### src/shared/sug_consts.svh
// Purpose: Constants for the supply undervoltage gating block
// Assumes: Included by bare name
// Notes:   Definitions only
`ifndef SUG_CONSTS_SVH
`define SUG_CONSTS_SVH

// Channel and direct input pin counts
`define SUG_NUM_CHANNELS      8
`define SUG_NUM_PINS          2

// Synchroniser depth for supply flags
`define SUG_SYNC_STAGES       2

// Default input mapping, one byte per pin: pin0 to ch2, pin1 to ch3
`define SUG_PIN_MAP_DEFAULT   16'h0804

// Reset value of the channel control register
`define SUG_CHAN_RESET        8'h00

// Reset values of the supply synchroniser and the status word
`define SUG_SUPPLY_RESET      5'h00
`define SUG_STATUS_RESET      7'h00

// Serial clock ceilings in kHz
`define SUG_SCLK_SLOW_KHZ     16'h03e8
`define SUG_SCLK_FAST_KHZ     16'h1388
`define SUG_SCLK_NONE_KHZ     16'h0000

// Lowest analog supply for channel control, in millivolts
`define SUG_VS_MIN_MV         16'h0bb8

`endif

### src/shared/sug_pkg.sv
// Purpose: Types for the supply undervoltage gating block
// Assumes: Constants come from sug_consts.svh
// Notes:   Types only
package sug_pkg;

  // Raw supply monitor indications, all active high
  typedef struct packed {
    logic vs_at_min;     // Analog supply at or below 3.0 V
    logic vs_uv;         // Analog supply in undervoltage
    logic vs_below_op;   // Analog supply below its operating threshold
    logic vdd_uv;        // Logic supply in undervoltage
    logic vdd_lop;       // Logic supply at its low operating level
  } sug_supply_t;

  // Serial channel command from the serial front end
  typedef struct packed {
    logic       valid;
    logic [7:0] chan;
  } sug_cmd_t;

  // Gating status presented to the rest of the device
  typedef struct packed {
    logic spi_accept;
    logic spi_write_ok;
    logic spi_regs_reset;
    logic sclk_fast_ok;
    logic limp_avail;
    logic limp_active;
    logic sleep;
  } sug_status_t;

  typedef enum logic [1:0] {
    SUG_MODE_SLEEP,
    SUG_MODE_ACTIVE,
    SUG_MODE_LIMP
  } sug_mode_t;

endpackage

### src/rtl/sug_gating.sv
// Purpose: Supply undervoltage gating of channels and serial interface
// Assumes: Pins and commands are synchronous to sys_clk_in
//          Supply flags are independent levels, each may glitch
// Notes:   Supply flags come from analog comparators and are synchronised
//          Supply changes reach the outputs on the third edge
`timescale 1ns/1ns
`include "sug_consts.svh"

// Contract
// Both supplies low: outputs off, serial blocked
// Logic supply low: refuse serial, reset registers
// Analog undervoltage disables channels, auto re-enable
// Between thresholds, off channels may stay off
// Between thresholds, on channels stay on
// Analog at or below 3.0 V ignores control
// Limp selectable unless logic supply also low
// Logic supply low: channels only via limp
// Healthy supplies: channels follow serial commands
// Host limits serial clock to 1 MHz; the code does so only with vdd_lop and vs_below_op, gives 0 while serial is refused, and 5 MHz otherwise
// Host sends nothing during logic undervoltage
// Pin high with sleep pin low enters limp
// Supply flags synchronised before any gating
module sug_gating #(
  parameter int                 NUM_CH  = `SUG_NUM_CHANNELS,
  parameter int                 NUM_PIN = `SUG_NUM_PINS,
  parameter logic [15:0]        PIN_MAP = `SUG_PIN_MAP_DEFAULT
) (
  // Clock and reset
  input  wire logic                  sys_clk_in,
  input  wire logic                  reset_n_in,
  // Supply monitor flags
  input  wire sug_pkg::sug_supply_t  supply_in,
  // Direct pins
  input  wire logic [1:0]            direct_input_pins_in,
  input  wire logic                  idle_pin_in,
  // Serial channel command
  input  wire sug_pkg::sug_cmd_t     cmd_in,
  // Channel drive and status
  output logic [7:0]                 chan_en_out,
  output logic [7:0]                 chan_reg_out,
  output sug_pkg::sug_status_t       status_out,
  output sug_pkg::sug_mode_t         mode_out,
  output logic [15:0]                sclk_max_khz_out
);

  import sug_pkg::*;

  sug_supply_t  sync1_ff;
  sug_supply_t  sync2_ff;
  sug_supply_t  sup;
  logic [7:0]   chan_reg_ff;
  logic [7:0]   nxt_chan_reg;
  logic [7:0]   chan_on_ff;
  logic [7:0]   nxt_chan_on;
  logic [NUM_PIN-1:0] pin_lvl;
  logic [7:0]   pin_drive;
  logic [7:0]   chan_req;
  logic [7:0]   on_mask;
  sug_status_t  status_ff;
  sug_status_t  nxt_status;
  sug_mode_t    mode_ff;
  sug_mode_t    nxt_mode;
  logic [15:0]  sclk_ff;
  logic [15:0]  nxt_sclk;
  logic         limp_req;
  logic         sleep_req;
  logic         limp_avail;
  logic         in_band;
  logic         ctrl_block;
  logic         cmd_ok;
  logic         any_pin;
  logic         slow_sclk;

  // Two-stage supply flag synchroniser
  always_ff @(posedge sys_clk_in or negedge reset_n_in)
  begin
    if (!reset_n_in)
    begin
      sync1_ff <= `SUG_SUPPLY_RESET;
      sync2_ff <= `SUG_SUPPLY_RESET;
    end
    else
    begin
      sync1_ff <= supply_in;
      sync2_ff <= sync1_ff;
    end
  end

  assign sup = sync2_ff;

  // Direct pin levels
  assign pin_lvl = direct_input_pins_in;

  // Default mapping of direct pins to channels
  genvar c;
  generate
    for (c = 0; c < NUM_CH; c++)
    begin : g_map
      assign pin_drive[c] = (pin_lvl[0] & PIN_MAP[c])
                          | (pin_lvl[1] & PIN_MAP[NUM_CH + c]);
    end
  endgenerate

  // Supply condition decode
  always_comb
  begin
    in_band    = sup.vs_below_op && !sup.vs_uv;
    ctrl_block = sup.vs_uv || sup.vs_at_min;
    limp_avail = !(sup.vdd_uv && sup.vs_at_min);
    slow_sclk  = sup.vdd_lop && sup.vs_below_op;
  end

  // Mode decode from pins
  always_comb
  begin
    any_pin   = |pin_lvl;
    limp_req  = !idle_pin_in && any_pin;
    sleep_req = !idle_pin_in && !any_pin;
    if (limp_req)
      nxt_mode = SUG_MODE_LIMP;
    else if (sleep_req)
      nxt_mode = SUG_MODE_SLEEP;
    else
      nxt_mode = SUG_MODE_ACTIVE;
  end

  always_ff @(posedge sys_clk_in or negedge reset_n_in)
  begin
    if (!reset_n_in)
      mode_ff <= SUG_MODE_SLEEP;
    else
      mode_ff <= nxt_mode;
  end

  // Serial channel register, write only in active mode with healthy logic supply
  always_comb
  begin
    cmd_ok = cmd_in.valid && !sup.vdd_uv
          && !sup.vs_at_min && (mode_ff == SUG_MODE_ACTIVE);
    nxt_chan_reg = chan_reg_ff;
    if (sup.vdd_uv || mode_ff == SUG_MODE_SLEEP)
      nxt_chan_reg = `SUG_CHAN_RESET;
    else if (cmd_ok)
      nxt_chan_reg = cmd_in.chan;
  end

  always_ff @(posedge sys_clk_in or negedge reset_n_in)
  begin
    if (!reset_n_in)
      chan_reg_ff <= `SUG_CHAN_RESET;
    else
      chan_reg_ff <= nxt_chan_reg;
  end

  // Channel drive with undervoltage gating
  always_comb
  begin
    case (mode_ff)
      SUG_MODE_LIMP:
        chan_req = limp_avail ? pin_drive : '0;
      SUG_MODE_ACTIVE:
        chan_req = sup.vdd_uv ? '0 : (chan_reg_ff | pin_drive);
      default:
        chan_req = '0;
    endcase
    // Off channels may not be switched on inside the band
    on_mask = in_band ? chan_on_ff : 8'hff;
    if (ctrl_block)
      nxt_chan_on = '0;
    else
      nxt_chan_on = chan_req & on_mask;
  end

  always_ff @(posedge sys_clk_in or negedge reset_n_in)
  begin
    if (!reset_n_in)
      chan_on_ff <= `SUG_CHAN_RESET;
    else
      chan_on_ff <= nxt_chan_on;
  end

  // Serial interface gating and status
  always_comb
  begin
    nxt_status.spi_accept     = !sup.vdd_uv && (mode_ff != SUG_MODE_SLEEP);
    nxt_status.spi_write_ok   = nxt_status.spi_accept && (mode_ff == SUG_MODE_ACTIVE);
    nxt_status.spi_regs_reset = sup.vdd_uv || (mode_ff == SUG_MODE_SLEEP);
    nxt_status.sclk_fast_ok   = !slow_sclk;
    nxt_status.limp_avail     = limp_avail;
    nxt_status.limp_active    = (mode_ff == SUG_MODE_LIMP) && limp_avail;
    nxt_status.sleep          = (mode_ff == SUG_MODE_SLEEP);
    if (!nxt_status.spi_accept)
      nxt_sclk = `SUG_SCLK_NONE_KHZ;
    else if (nxt_status.sclk_fast_ok)
      nxt_sclk = `SUG_SCLK_FAST_KHZ;
    else
      nxt_sclk = `SUG_SCLK_SLOW_KHZ;
  end

  always_ff @(posedge sys_clk_in or negedge reset_n_in)
  begin
    if (!reset_n_in)
      status_ff <= `SUG_STATUS_RESET;
    else
      status_ff <= nxt_status;
  end

  always_ff @(posedge sys_clk_in or negedge reset_n_in)
  begin
    if (!reset_n_in)
      sclk_ff <= `SUG_SCLK_NONE_KHZ;
    else
      sclk_ff <= nxt_sclk;
  end

  assign chan_en_out      = chan_on_ff;
  assign chan_reg_out     = chan_reg_ff;
  assign status_out       = status_ff;
  assign mode_out         = mode_ff;
  assign sclk_max_khz_out = sclk_ff;

endmodule

### config.mk
export PLATFORM = sky130hd
export DESIGN_NAME = sug_gating
export DESIGN_NICKNAME = d
export VERILOG_FILES = /design/src/shared/sug_pkg.sv /design/src/rtl/sug_gating.sv
export VERILOG_INCLUDE_DIRS = /design/src /design/src/shared
export SDC_FILE = /design/constraint.sdc
export NUM_CORES = 1
export LEC_CHECK = 0
export BUFFER_PORTS_ARGS = -buffer_cell sky130_fd_sc_hd__buf_2
export CORE_MARGIN = 4
export CORE_UTILIZATION = 45
export DETAILED_ROUTE_END_ITERATION = 7
export GPL_TIMING_DRIVEN = 0
export PLACE_DENSITY = 0.8
export SLEW_MARGIN = 0
export SYNTH_ARGS = -nofsm -noshare
export SYNTH_HDL_FRONTEND = slang
export SYNTH_SLANG_ARGS = --single-unit
### constraint.sdc
create_clock -name sys_clk_in -period 1.7 [get_ports sys_clk_in]
set_clock_uncertainty 0.05 [all_clocks]
set_input_delay 0.085 -clock sys_clk_in [delete_from_list [all_inputs] [get_ports sys_clk_in]]
set_output_delay 0.085 -clock sys_clk_in [all_outputs]
set_load 0.01 [all_outputs]
Word-level counts from Yosys, hierarchy flattened
Index checks and enable logic that the tools add are counted.

operators by class
  $add $sub $neg = 0
  multiply operators = 0
  div/mod/pow operators = 0
  order comparisons = 0
  equality and inequality tests = 2
  shift-type cells = 0
  muxes and demuxes = 11
  bitwise logic cells = 2
  reduce and logical (&&, ||, !) cells = 24

operator list
  operator            number
  $mux 8              5
  $mux 16             1
  $pmux 8 s2          1
  $mux 13             1
  $logic_and 1x1->1   11
  $and 8x8->8         1
  $or 8x4->8          1
  $logic_not 1->1     7
  $mux 4              1
  $reduce_bool 2->1   2
  $eq 2x1->1 const B  1
  $eq 2x2->1 const B  1
  $logic_not 2->1     1
  $logic_or 1x1->1    2
  $mux 2              1
  $reduce_or 2->1     1
  $mux 1              1

storage, ports and cells
  flip-flop bits (word level) = 51
  bits in latches = 0
  memory bits (writable) = 0
  memory bits (read-only) = 0
  input port bits = 19
  output and inout bits = 41
  word-level logic and storage cells = 60
  memories = 0

Longest topological paths before layout
Gate-level depths: netlist (run 1).

  word-level depth = 6
  gate-level depth with buffers = 6
  depth with buffers taken out = 6

Least setup slack after synthesis (run 1)
No wires, ideal clock.

  kind = register to register
  from = reg mode_ff[1] (netlist: mode_out[1])
  to = reg chan_reg_ff[0] (netlist: chan_reg_out[0])
  setup time = 0.121 ns
  arrival = 1.341 ns
  required time = 1.529 ns
  slack = 0.188 ns
  cell stages (with the launch flop) = 7
  path buffers = 1
  clock period less this slack = 1.512 ns
  cells stage by stage = dfrtp_1 inv_1 ha_1 nor2b_4 and4bb_1 buf_6 a22o_2

between the ends
  word-level cells in the longest chain between the ends = 3
  elaborated cells on any way between the ends = 6
  those cells by class = 1 x eq/ne; 1 x mux; 4 x reduce/logical

RTL lines
  item                                                          RTL line                              source
  from (decl)                                                   sug_gating.sv:61                      sug_mode_t mode_ff;
  from (signal assigned)                                        sug_gating.sv:132                     mode_ff <= nxt_mode;
  $eq 2x1->1 or $logic_not 2->1 (tied branches)                 sug_gating.sv:139, sug_gating.sv:141
  $logic_and 1x1->1 or $logic_or 1x1->1 (tied branches)         sug_gating.sv:139, sug_gating.sv:141
  $reduce_bool 2->1 (no source line) or $mux 8 (tied branches)  -
  to (signal assigned)                                          sug_gating.sv:150                     chan_reg_ff <= `SUG_CHAN_RESET;
  to (signal assigned)                                          sug_gating.sv:152                     chan_reg_ff <= nxt_chan_reg;
  to (decl)                                                     sug_gating.sv:51                      logic [7:0] chan_reg_ff;

Several ways; a longest one is shown, not always the timed one.
A chain may end at the register's enable or synchronous reset.

Final worst setup path (run 1)
  from = reg mode_ff[1] (netlist: mode_out[1])
  to = reg chan_reg_ff[7] (netlist: chan_reg_out[7])

The elaborated chain is that of the path after synthesis.

==> out/results.txt, run 1 <==
Finish-stage setup viols -> 0
ant diodes -> 0
slew margin rel. -> 49.9%
Final TNS setup -> 0 ps
initial antenna violation count -> 0
mean routed wirelength per cell -> 12.8 microns
outcome -> finished clean
number of DRC markers in iteration 0 -> 21
global-route usage over all layers -> 15.4%
Hold Path Cell Cnt -> 3
CP Launch Type -> register
syn_area_per_cell -> 13.5 sq um
Core Footprint -> 0.00283 sq mm
vias in the first global route -> 1029
I/O pins -> 60
PnR worst setup slack -> 140 ps
CTS Buf Count -> 5
crit end category -> register
Crit-path slowest cell -> dfrtp_1
iteration count of the initial detailed-routing pass -> 4
critical path startpoint -> mode_out[1]
Routed Antenna Nets -> 0
Inst Count DP -> 191
final worst path period need -> 1560 ps
WHS -> 218 ps
cells on worst reg2reg path -> 6
I/O Buffers -> 50
Post-Layout Cell Count -> 217
DIE WIDTH -> 63.3 microns
Slew Limit Fails -> 0
Least-Margin Pin Slew -> 752 ps
top post-synthesis cells by area -> dfrtp_1, buf_4, a22o_2
RSZ-0062 raised after global routing -> no
achievable clock frequency -> 0.641 GHz
max_cap viols -> 0
Pleak -> 0.00106 uW
reg-to-reg startpoint -> mode_out[1]
grt total ovfl -> 0
Hold Crit Class -> primary input to register
WP data arrival -> 1740 ps
Post-CTS Setup Inserts -> 0
CTS sink cnt -> 37
R2R Setup Slk -> 140 ps
die area -> 0.00401 sq mm
Req. time, crit path -> 1880 ps
final period utilization -> 91.8%
Initial Utilization -> 48.7%
routed wire length -> 2790 microns
Clock transition at path regs -> 100 ps
H-tree levels -> 2
final-layout fill cell count -> 199
commonest non-fill, non-tap cell in the layout -> buf_2
largest net degree at the start of global routing -> 38
Post-Place Worst Slack -> 143 ps
number of remaining DRC errors -> 0
nets -> 207
IR drop worst, VDD -> 634 uV
worst path cell trace -> inv_1 > ha_1 > nor2b_4 > and4bb_1 > buf_6 > a22o_2
GPL Wtd Cong -> 0.718
worst stage delay on the critical path -> 390 ps
Synth Register Bits -> 37
via-per-instance ratio -> 4.59
FP Rows -> 19
Die Ht -> 63.3 microns
Final HPWL DP -> 2000 microns
ratio of cells with drive above 1 in the final layout -> 45.2%
Mapped Area -> 0.00138 sq mm
Post-CTS Hold Buffers -> 18
Clk Latency, worst-skew pair -> 340 ps
sequential element share of the synthesized area -> 67.3%
post-synth top area cell -> dfrtp_1
synthesis-to-layout area growth -> 41.4%
post-synthesis cell count -> 102
Syn. warnings -> 0
pwr dens -> 834 mW/mm^2
fin util -> 68.8%
post-CTS sizing -> 0
post-synthesis cell type count -> 25
worst-path maximum fanout -> 8
crit path to -> chan_reg_out[7]
first-pass GRT wire length -> 4770 microns
root buffer cell -> clkbuf_4
commonest cells after routing, fill and taps aside -> buf_2, dfrtp_1, dlygate4sd3_1, buf_4, nor2_1
detailed-route via count -> 996
RR Endpoint -> chan_reg_out[7]
CTS tree -> yes
Crit Path Class -> register to register
endpoints failing hold -> 0
post-synth top area share -> 67.3%
CTS max path bufs -> 2
[cells by family (layout without fill, tap and decap cells)]
kind of cell | Yosys count | count (layout) | share of synthesized area [%]
flops | 37 | 37 | 67.3
simple gates | 22 | 22 | 8.36
buf+inv | 20 | 96 | 9.82
compound gates | 19 | 19 | 11.5
fa+ha+maj | 3 | 3 | 2.73
other cells | 1 | 9 | 0.272
[sequential cells by signal, summed over array words and instances (netlist names)]
| signal | flops |
|---|---|
| chan_en_out | 8 |
| chan_reg_out | 8 |
| status_out | 6 |
| sup | 5 |
| sync1_ff | 5 |
| sclk_max_khz_out | 3 |
| mode_out | 2 |
[worst min-delay path by stage]
stage | slack (ps) | endpoint | from
finish | 220 | chan_reg_out[1] | cmd_in[8]
detailed placement | 140 | chan_reg_out[2] | reset_n_in
global route | 230 | chan_reg_out[1] | cmd_in[8]
global placement | 130 | chan_reg_out[2] | reset_n_in
floorplan | -260 | chan_en_out[0] | reset_n_in
CTS | 210 | chan_reg_out[1] | cmd_in[8]
[where the power goes]
group	total [uW]	internal [uW]	switching, uW
sequential	925	909	15.7
clock	505	240	265
combinational	193	99.8	93.5
[through the flow]
stage,total power (uW),cell area [sq um]
2_1_floorplan,1030,1410
3_3_place_gp,1100,1700
3_5_place_dp,1100,1700
4_1_cts,1640,1950
5_1_grt,1700,1950
6_report,1620,1950
[routing by layer]
metal	global-route usage [%]	routed length, microns	part of all wire, %
met1	16.7	1080	39
met2	27.0	1400	50
met3	6.75	271	9.7
met4	4.85	40	1.4
met5	0	0	0
[synth_stat cells, drive strengths merged]
library cell / number
dfrtp: 37
buf: 15
nor2: 12
a22o: 8
o21ai: 5
inv: 4
a21oi: 3
ha: 3
nand2: 2
nor2b: 2
nor3: 2
a31oi: 1
and2: 1
and4bb: 1
clkbuf: 1
conb: 1
nand2b: 1
nand3: 1
o2111a: 1
o211ai: 1
[critical path: cells and delay by family (launching register included)]
kind	cells	cell delay, ps
adders and majority gates	1	230
DFF	1	390
AOI/OAI and AO/OA	1	210
buffers and inverters	2	210
and+or+nand+nor	2	370
[area by class of cell]
class / count / area (sq um) / area share [%]
Tap cell: 31 / 38.8 / 1.99
Clock inverter: 1 / 5.00 / 0.257
Timing Repair Buffer: 68 / 430 / 22.1
Buffer: 16 / 120 / 6.17
Sequential cell: 37 / 926 / 47.6
Clock buffer: 7 / 65.1 / 3.34
Multi-Input combinational cell: 53 / 345 / 17.7
Inverter: 4 / 15.0 / 0.772
Power figures use the tool's default switching activity.
==> run 2: changes to the inputs <==
Settings changed: CAP_MARGIN set to 20, CORE_UTILIZATION 45 to 46, PLACE_DENSITY 0.8 to 0.82.
==> run 2 against run 1 <==
  * Sequential power is essentially flat
  * Worst hold slack lost 2.6 ps
  * Routed wire length grew 2.8%
  * Clock power shrank 16%
  * Die area shrank 1.9%
  * Design area shrank 0.96%
  * Setup slack lost 22 ps
  * Global-route usage grew 1.1 points
  * Largest cell class unchanged
  * Highest routed layer unchanged
==> out/results.txt, run 2 (synthesized netlist as in run 1, its figures left out) <==
first-pass GRT wire length -> 4910 microns (+3.0%)
vias in the first global route -> 1017 (-1.2%)
global-route usage over all layers -> 16.5% (+1.1 points)
mean routed wirelength per cell -> 13.2 microns (+2.8%)
I/O Buffers -> 50 (unchanged)
Post-CTS Hold Buffers -> 18 (unchanged)
H-tree levels -> 2 (unchanged)
iteration count of the initial detailed-routing pass -> 4 (unchanged)
Routed Antenna Nets -> 0 (unchanged)
ratio of cells with drive above 1 in the final layout -> 44.6% (-0.54 points)
commonest cells after routing, fill and taps aside -> buf_2, dfrtp_1, dlygate4sd3_1, buf_4, nor2_1
number of remaining DRC errors -> 0 (unchanged)
final-layout fill cell count -> 208 (+4.5%)
Final HPWL DP -> 2010 microns (+0.68%)
Pleak -> 0.00105 uW (-0.88%)
CP Launch Type -> register
ant diodes -> 0 (unchanged)
Crit Path Class -> register to register
Final TNS setup -> 0 ps (unchanged)
Finish-stage setup viols -> 0 (unchanged)
crit end category -> register
detailed-route via count -> 1008 (+1.2%)
Initial Utilization -> 49.1% (+0.41 points)
Req. time, crit path -> 1880 ps (about the same)
area of the multi-input gates -> 345 sq um (unchanged)
Post-Place Worst Slack -> 133 ps (-9.47 ps)
achievable clock frequency -> 0.632 GHz (-1.4%)
WP data arrival -> 1760 ps (+20 ps)
worst-path maximum fanout -> 8 (unchanged)
CTS Buf Count -> 5 (unchanged)
commonest non-fill, non-tap cell in the layout -> buf_2
max_cap viols -> 0 (unchanged)
number of DRC markers in iteration 0 -> 20 (-4.8%)
slew margin rel. -> 49.0% (-0.86 points)
I/O pins -> 60 (unchanged)
Hold Crit Class -> primary input to register
IR drop worst, VDD -> 690 uV (+8.8%)
PnR worst setup slack -> 118 ps (-22.3 ps)
Core Footprint -> 0.00281 sq mm (-0.84%)
grt total ovfl -> 0 (unchanged)
GPL Wtd Cong -> 0.689 (-4.1%)
CTS tree -> yes
Reg area -> 926 sq um (unchanged)
Clock transition at path regs -> 100 ps (about the same)
Slew Limit Fails -> 0 (unchanged)
root buffer cell -> clkbuf_4
Clk Latency, worst-skew pair -> 330 ps (about the same)
endpoints failing hold -> 0 (unchanged)
synthesis-to-layout area growth -> 40.0%
final worst path period need -> 1580 ps (+22.3 ps)
initial antenna violation count -> 0 (unchanged)
CTS max path bufs -> 2 (unchanged)
R2R Setup Slk -> 120 ps (-20 ps)
routed wire length -> 2860 microns (+2.8%)
DIE WIDTH -> 62.7 microns (-0.96%)
die area -> 0.00393 sq mm (-1.9%)
via-per-instance ratio -> 4.65 (+1.2%)
post-CTS sizing -> 0 (unchanged)
RSZ-0062 raised after global routing -> no
CTS sink cnt -> 37 (unchanged)
Least-Margin Pin Slew -> 765 ps (+12.9 ps)
Die Ht -> 62.7 microns (-0.96%)
outcome -> finished clean
largest net degree at the start of global routing -> 38 (unchanged)
Post-CTS Setup Inserts -> 0 (unchanged)
final period utilization -> 93.1% (+1.3 points)
pwr dens -> 800 mW/mm^2 (-4.1%)
FP Rows -> 19 (unchanged)
nets -> 207 (unchanged)
## run 2: cell count changes in the layout (fill, tap and decap cells not counted)
cell      delta
clkbuf_1     +1
clkbuf_8     -2
clkinv_2     +1
## run 2: cell type report
type	instances	share of cell area [%]
tap	31	2.01
multi-input combinational	53	17.9
sequential	37	48.1
inverter	4	0.779
timing repair buffer	68	22.3
buffer	16	6.23
clock inverter	2	0.519
clock buffer	6	2.14
## run 2: worst max-delay path, cell delays in order (launching register included)
cell	delay [ps]
dfrtp_1	400
inv_1	80
ha_1	230
nor2b_4	160
and4bb_1	210
buf_6	140
a22o_2	210
## run 2: metal layers
layer  track usage, %  part of all wire [%]  up-vias
li1                 -                     -      487
met1             18.2                    38      476
met2             28.2                    52       42
met3             7.01                   8.2        3
met4             5.79                   1.4        0
met5                0                     0        -
## run 2: final timing paths
kind	to	cells after the start	start
max	chan_reg_out[2]	6	mode_out[1]
min	chan_reg_out[1]	3	cmd_in[8]
max reg2reg	chan_reg_out[2]	6	mode_out[1]
min reg2reg	sup[4]	0	sync1_ff[4]
max in group asynchronous	chan_reg_out[6]	2	reset_n_in
min in group asynchronous	sync1_ff[1]	2	reset_n_in
## run 2: stage by stage
stage | instance area (sq um) | cells | util [%] | hold slack, ps | total power (uW)
2_1_floorplan | 1410 | 110 | - | -261 | 1030
5_1_grt | 1930 | 217 | 68.7 | 193 | 1640
3_5_place_dp | 1700 | 191 | 60.4 | 144 | 1110
6_report | 1930 | 217 | 68.7 | 216 | 1540
4_1_cts | 1930 | 217 | 68.7 | 194 | 1560
3_3_place_gp | 1700 | 191 | 60.4 | 127 | 1100
## run 2: power breakdown
part	switching, uW	leakage (uW)	total (uW)	internal [uW]
Sequential	16.8	0.000473	926	909
Clock	265	0.0000320	422	157
Combinational	94.1	0.000546	194	99.9
Total	375	0.00105	1540	1170
==> run 3: changes to the inputs <==
Settings changed: PLACE_DENSITY 0.82 to not set, PLACE_DENSITY_LB_ADDON set to 0.12.
==> run 3 against run 2 <==
  * First-iteration DRC count down 35%
  * Combinational power about the same
  * Clock power up 45%
  * Die area unchanged
  * Register-to-register slack better by 20 ps
  * Critical path type unchanged
  * Highest routed layer unchanged
==> out/results.txt, run 3 (synthesized netlist as in run 1, its figures left out) <==
outcome -> finished clean
R2R Setup Slk -> 130 ps (+20 ps)
WP data arrival -> 1740 ps (-20 ps)
commonest cells after routing, fill and taps aside -> buf_2, dfrtp_1, dlygate4sd3_1, buf_4, nor2_1
Crit Path Class -> register to register
CTS tree -> yes
Pleak -> 0.00106 uW (+1.3%)
DIE WIDTH -> 62.7 microns (unchanged)
die area -> 0.00393 sq mm (unchanged)
Post-Layout Cell Count -> 217 (unchanged)
detailed-route via count -> 1015 (+0.69%)
via-per-instance ratio -> 4.68 (+0.69%)
Hold Crit Class -> primary input to register
I/O Buffers -> 50 (unchanged)
post-place instance area -> 0.00170 sq mm (unchanged)
CTS sink cnt -> 37 (unchanged)
number of remaining DRC errors -> 0 (unchanged)
ant diodes -> 0 (unchanged)
Crit-path slowest cell -> dfrtp_1
max_cap viols -> 0 (unchanged)
Inst Count DP -> 191 (unchanged)
slew margin rel. -> 48.1% (-0.91 points)
global-route usage over all layers -> 16.3% (-0.18 points)
commonest non-fill, non-tap cell in the layout -> buf_2
Initial Utilization -> 49.1% (unchanged)
clock share of power -> 35.4% (+8.0 points)
FP Rows -> 19 (unchanged)
Least-Margin Pin Slew -> 779 ps (+13.7 ps)
number of DRC markers in iteration 0 -> 13 (-35%)
initial antenna violation count -> 0 (unchanged)
worst path cell trace -> inv_1 > ha_1 > nor2b_4 > and4bb_1 > buf_6 > a22o_2
worst stage delay on the critical path -> 390 ps (about the same)
Flop pwr share -> 53.4% (-6.7 points)
Die Ht -> 62.7 microns (unchanged)
IR drop worst, VDD -> 686 uV (-0.58%)
final-layout fill cell count -> 207 (-0.48%)
CTS max path bufs -> 2 (unchanged)
grt total ovfl -> 0 (unchanged)
Clk Latency, worst-skew pair -> 330 ps (about the same)
Slew Limit Fails -> 0 (unchanged)
Final TNS setup -> 0 ps (unchanged)
Final HPWL DP -> 2000 microns (-0.46%)
Internal Power -> 1360 uW (+17%)
RSZ-0062 raised after global routing -> no
vias in the first global route -> 1092 (+7.4%)
Combinational Power Share -> 11.1% (-1.5 points)
mean routed wirelength per cell -> 12.7 microns (-3.6%)
reg-to-reg startpoint -> mode_out[1]
Finish-stage setup viols -> 0 (unchanged)
ratio of cells with drive above 1 in the final layout -> 44.6% (unchanged)
worst-path maximum fanout -> 8 (unchanged)
Clock transition at path regs -> 100 ps (about the same)
GPL Wtd Cong -> 0.728 (+5.7%)
endpoints failing hold -> 0 (unchanged)
Req. time, crit path -> 1870 ps (about the same)
H-tree levels -> 2 (unchanged)
Hold Path Cell Cnt -> 3 (unchanged)
post-CTS sizing -> 0 (unchanged)
I/O pins -> 60 (unchanged)
pwr dens -> 883 mW/mm^2 (+10%)
Post-Place Worst Slack -> 140 ps (+6.30 ps)
switching power -> 371 uW (-1.1%)
final worst path period need -> 1570 ps (-16.8 ps)
Core Footprint -> 0.00281 sq mm (unchanged)
Net Sw Frac -> 21.4% (-2.9 points)
Hold EP -> chan_reg_out[1]
iteration count of the initial detailed-routing pass -> 4 (unchanged)
Design Area, Final -> 0.00196 sq mm (+1.8%)
cells on worst reg2reg path -> 6 (unchanged)
routed wire length -> 2760 microns (-3.6%)
synthesis-to-layout area growth -> 42.5%
crit end category -> register
root buffer cell -> clkbuf_4
CP Launch Type -> register
Routed Antenna Nets -> 0 (unchanged)
RR Endpoint -> chan_reg_out[3]
Hold Path Origin -> cmd_in[8]
achievable clock frequency -> 0.639 GHz (+1.1%)
first-pass GRT wire length -> 4930 microns (+0.43%)
largest net degree at the start of global routing -> 38 (unchanged)
fin util -> 69.9% (+1.2 points)
Post-CTS Setup Inserts -> 0 (unchanged)
final period utilization -> 92.1% (-0.99 points)
CTS Buf Count -> 5 (unchanged)
PnR worst setup slack -> 135 ps (+16.8 ps)
nets -> 207 (unchanged)
Post-CTS Hold Buffers -> 18 (unchanged)
run 3: cell types whose count changed in the layout (fill, tap and decap cells not counted):
cell / delta
clkinv_2: -2
bufinv_16: +1
clkbuf_8: +1
run 3: final cells by class:
type	count	area, sq um	area share, %
sequential	37	926	47.2
clock buffer	7	55.1	2.81
inverter	4	15.0	0.766
buffer	16	120	6.13
timing repair buffer	68	430	22.0
multi-input combinational	53	345	17.6
clock inverter	1	30.0	1.53
tap	31	38.8	1.98
run 3: power by group through the flow:
stage          registers, uW  clock network, uW  logic [uW]
6_report                 925                613         193
5_1_grt                  930                682         216
4_1_cts                  926                637         194
3_5_place_dp             943                  0         161
3_3_place_gp             941                  0         158
2_1_floorplan            950                  0        78.1
run 3: through the flow:
stage               hold WS, ps  total power, uW
finish                      222             1730
global route                199             1830
CTS                         201             1760
detailed placement          144             1100
global placement            136             1100
floorplan                  -261             1030
run 3: routing by layer:
metal | up-vias | track usage (%) | part of all wire [%]
li1 | 486 | - | -
met1 | 481 | 17.5 | 40
met2 | 44 | 28.2 | 51
met3 | 4 | 7.73 | 8.7
met4 | 0 | 4.96 | 1.1
met5 | - | 0 | 0
run 3: critical path, delay by kind of cell (launching register included):
family	cells	cell delay [ps]
buffers and inverters	2	210
AOI/OAI and AO/OA	1	210
DFF	1	390
adders and majority gates	1	230
and+or+nand+nor	2	370
run 3: worst max-delay path by stage:
stage / slack [ps] / endpoint / start
2_1_floorplan: 190 / chan_reg_out[0] / mode_out[1]
3_3_place_gp: 200 / chan_reg_out[2] / mode_out[0]
3_5_place_dp: 140 / chan_reg_out[3] / mode_out[1]
4_1_cts: 120 / chan_reg_out[3] / mode_out[1]
5_1_grt: 5 / chan_reg_out[3] / mode_out[1]
6_report: 130 / chan_reg_out[3] / mode_out[1]
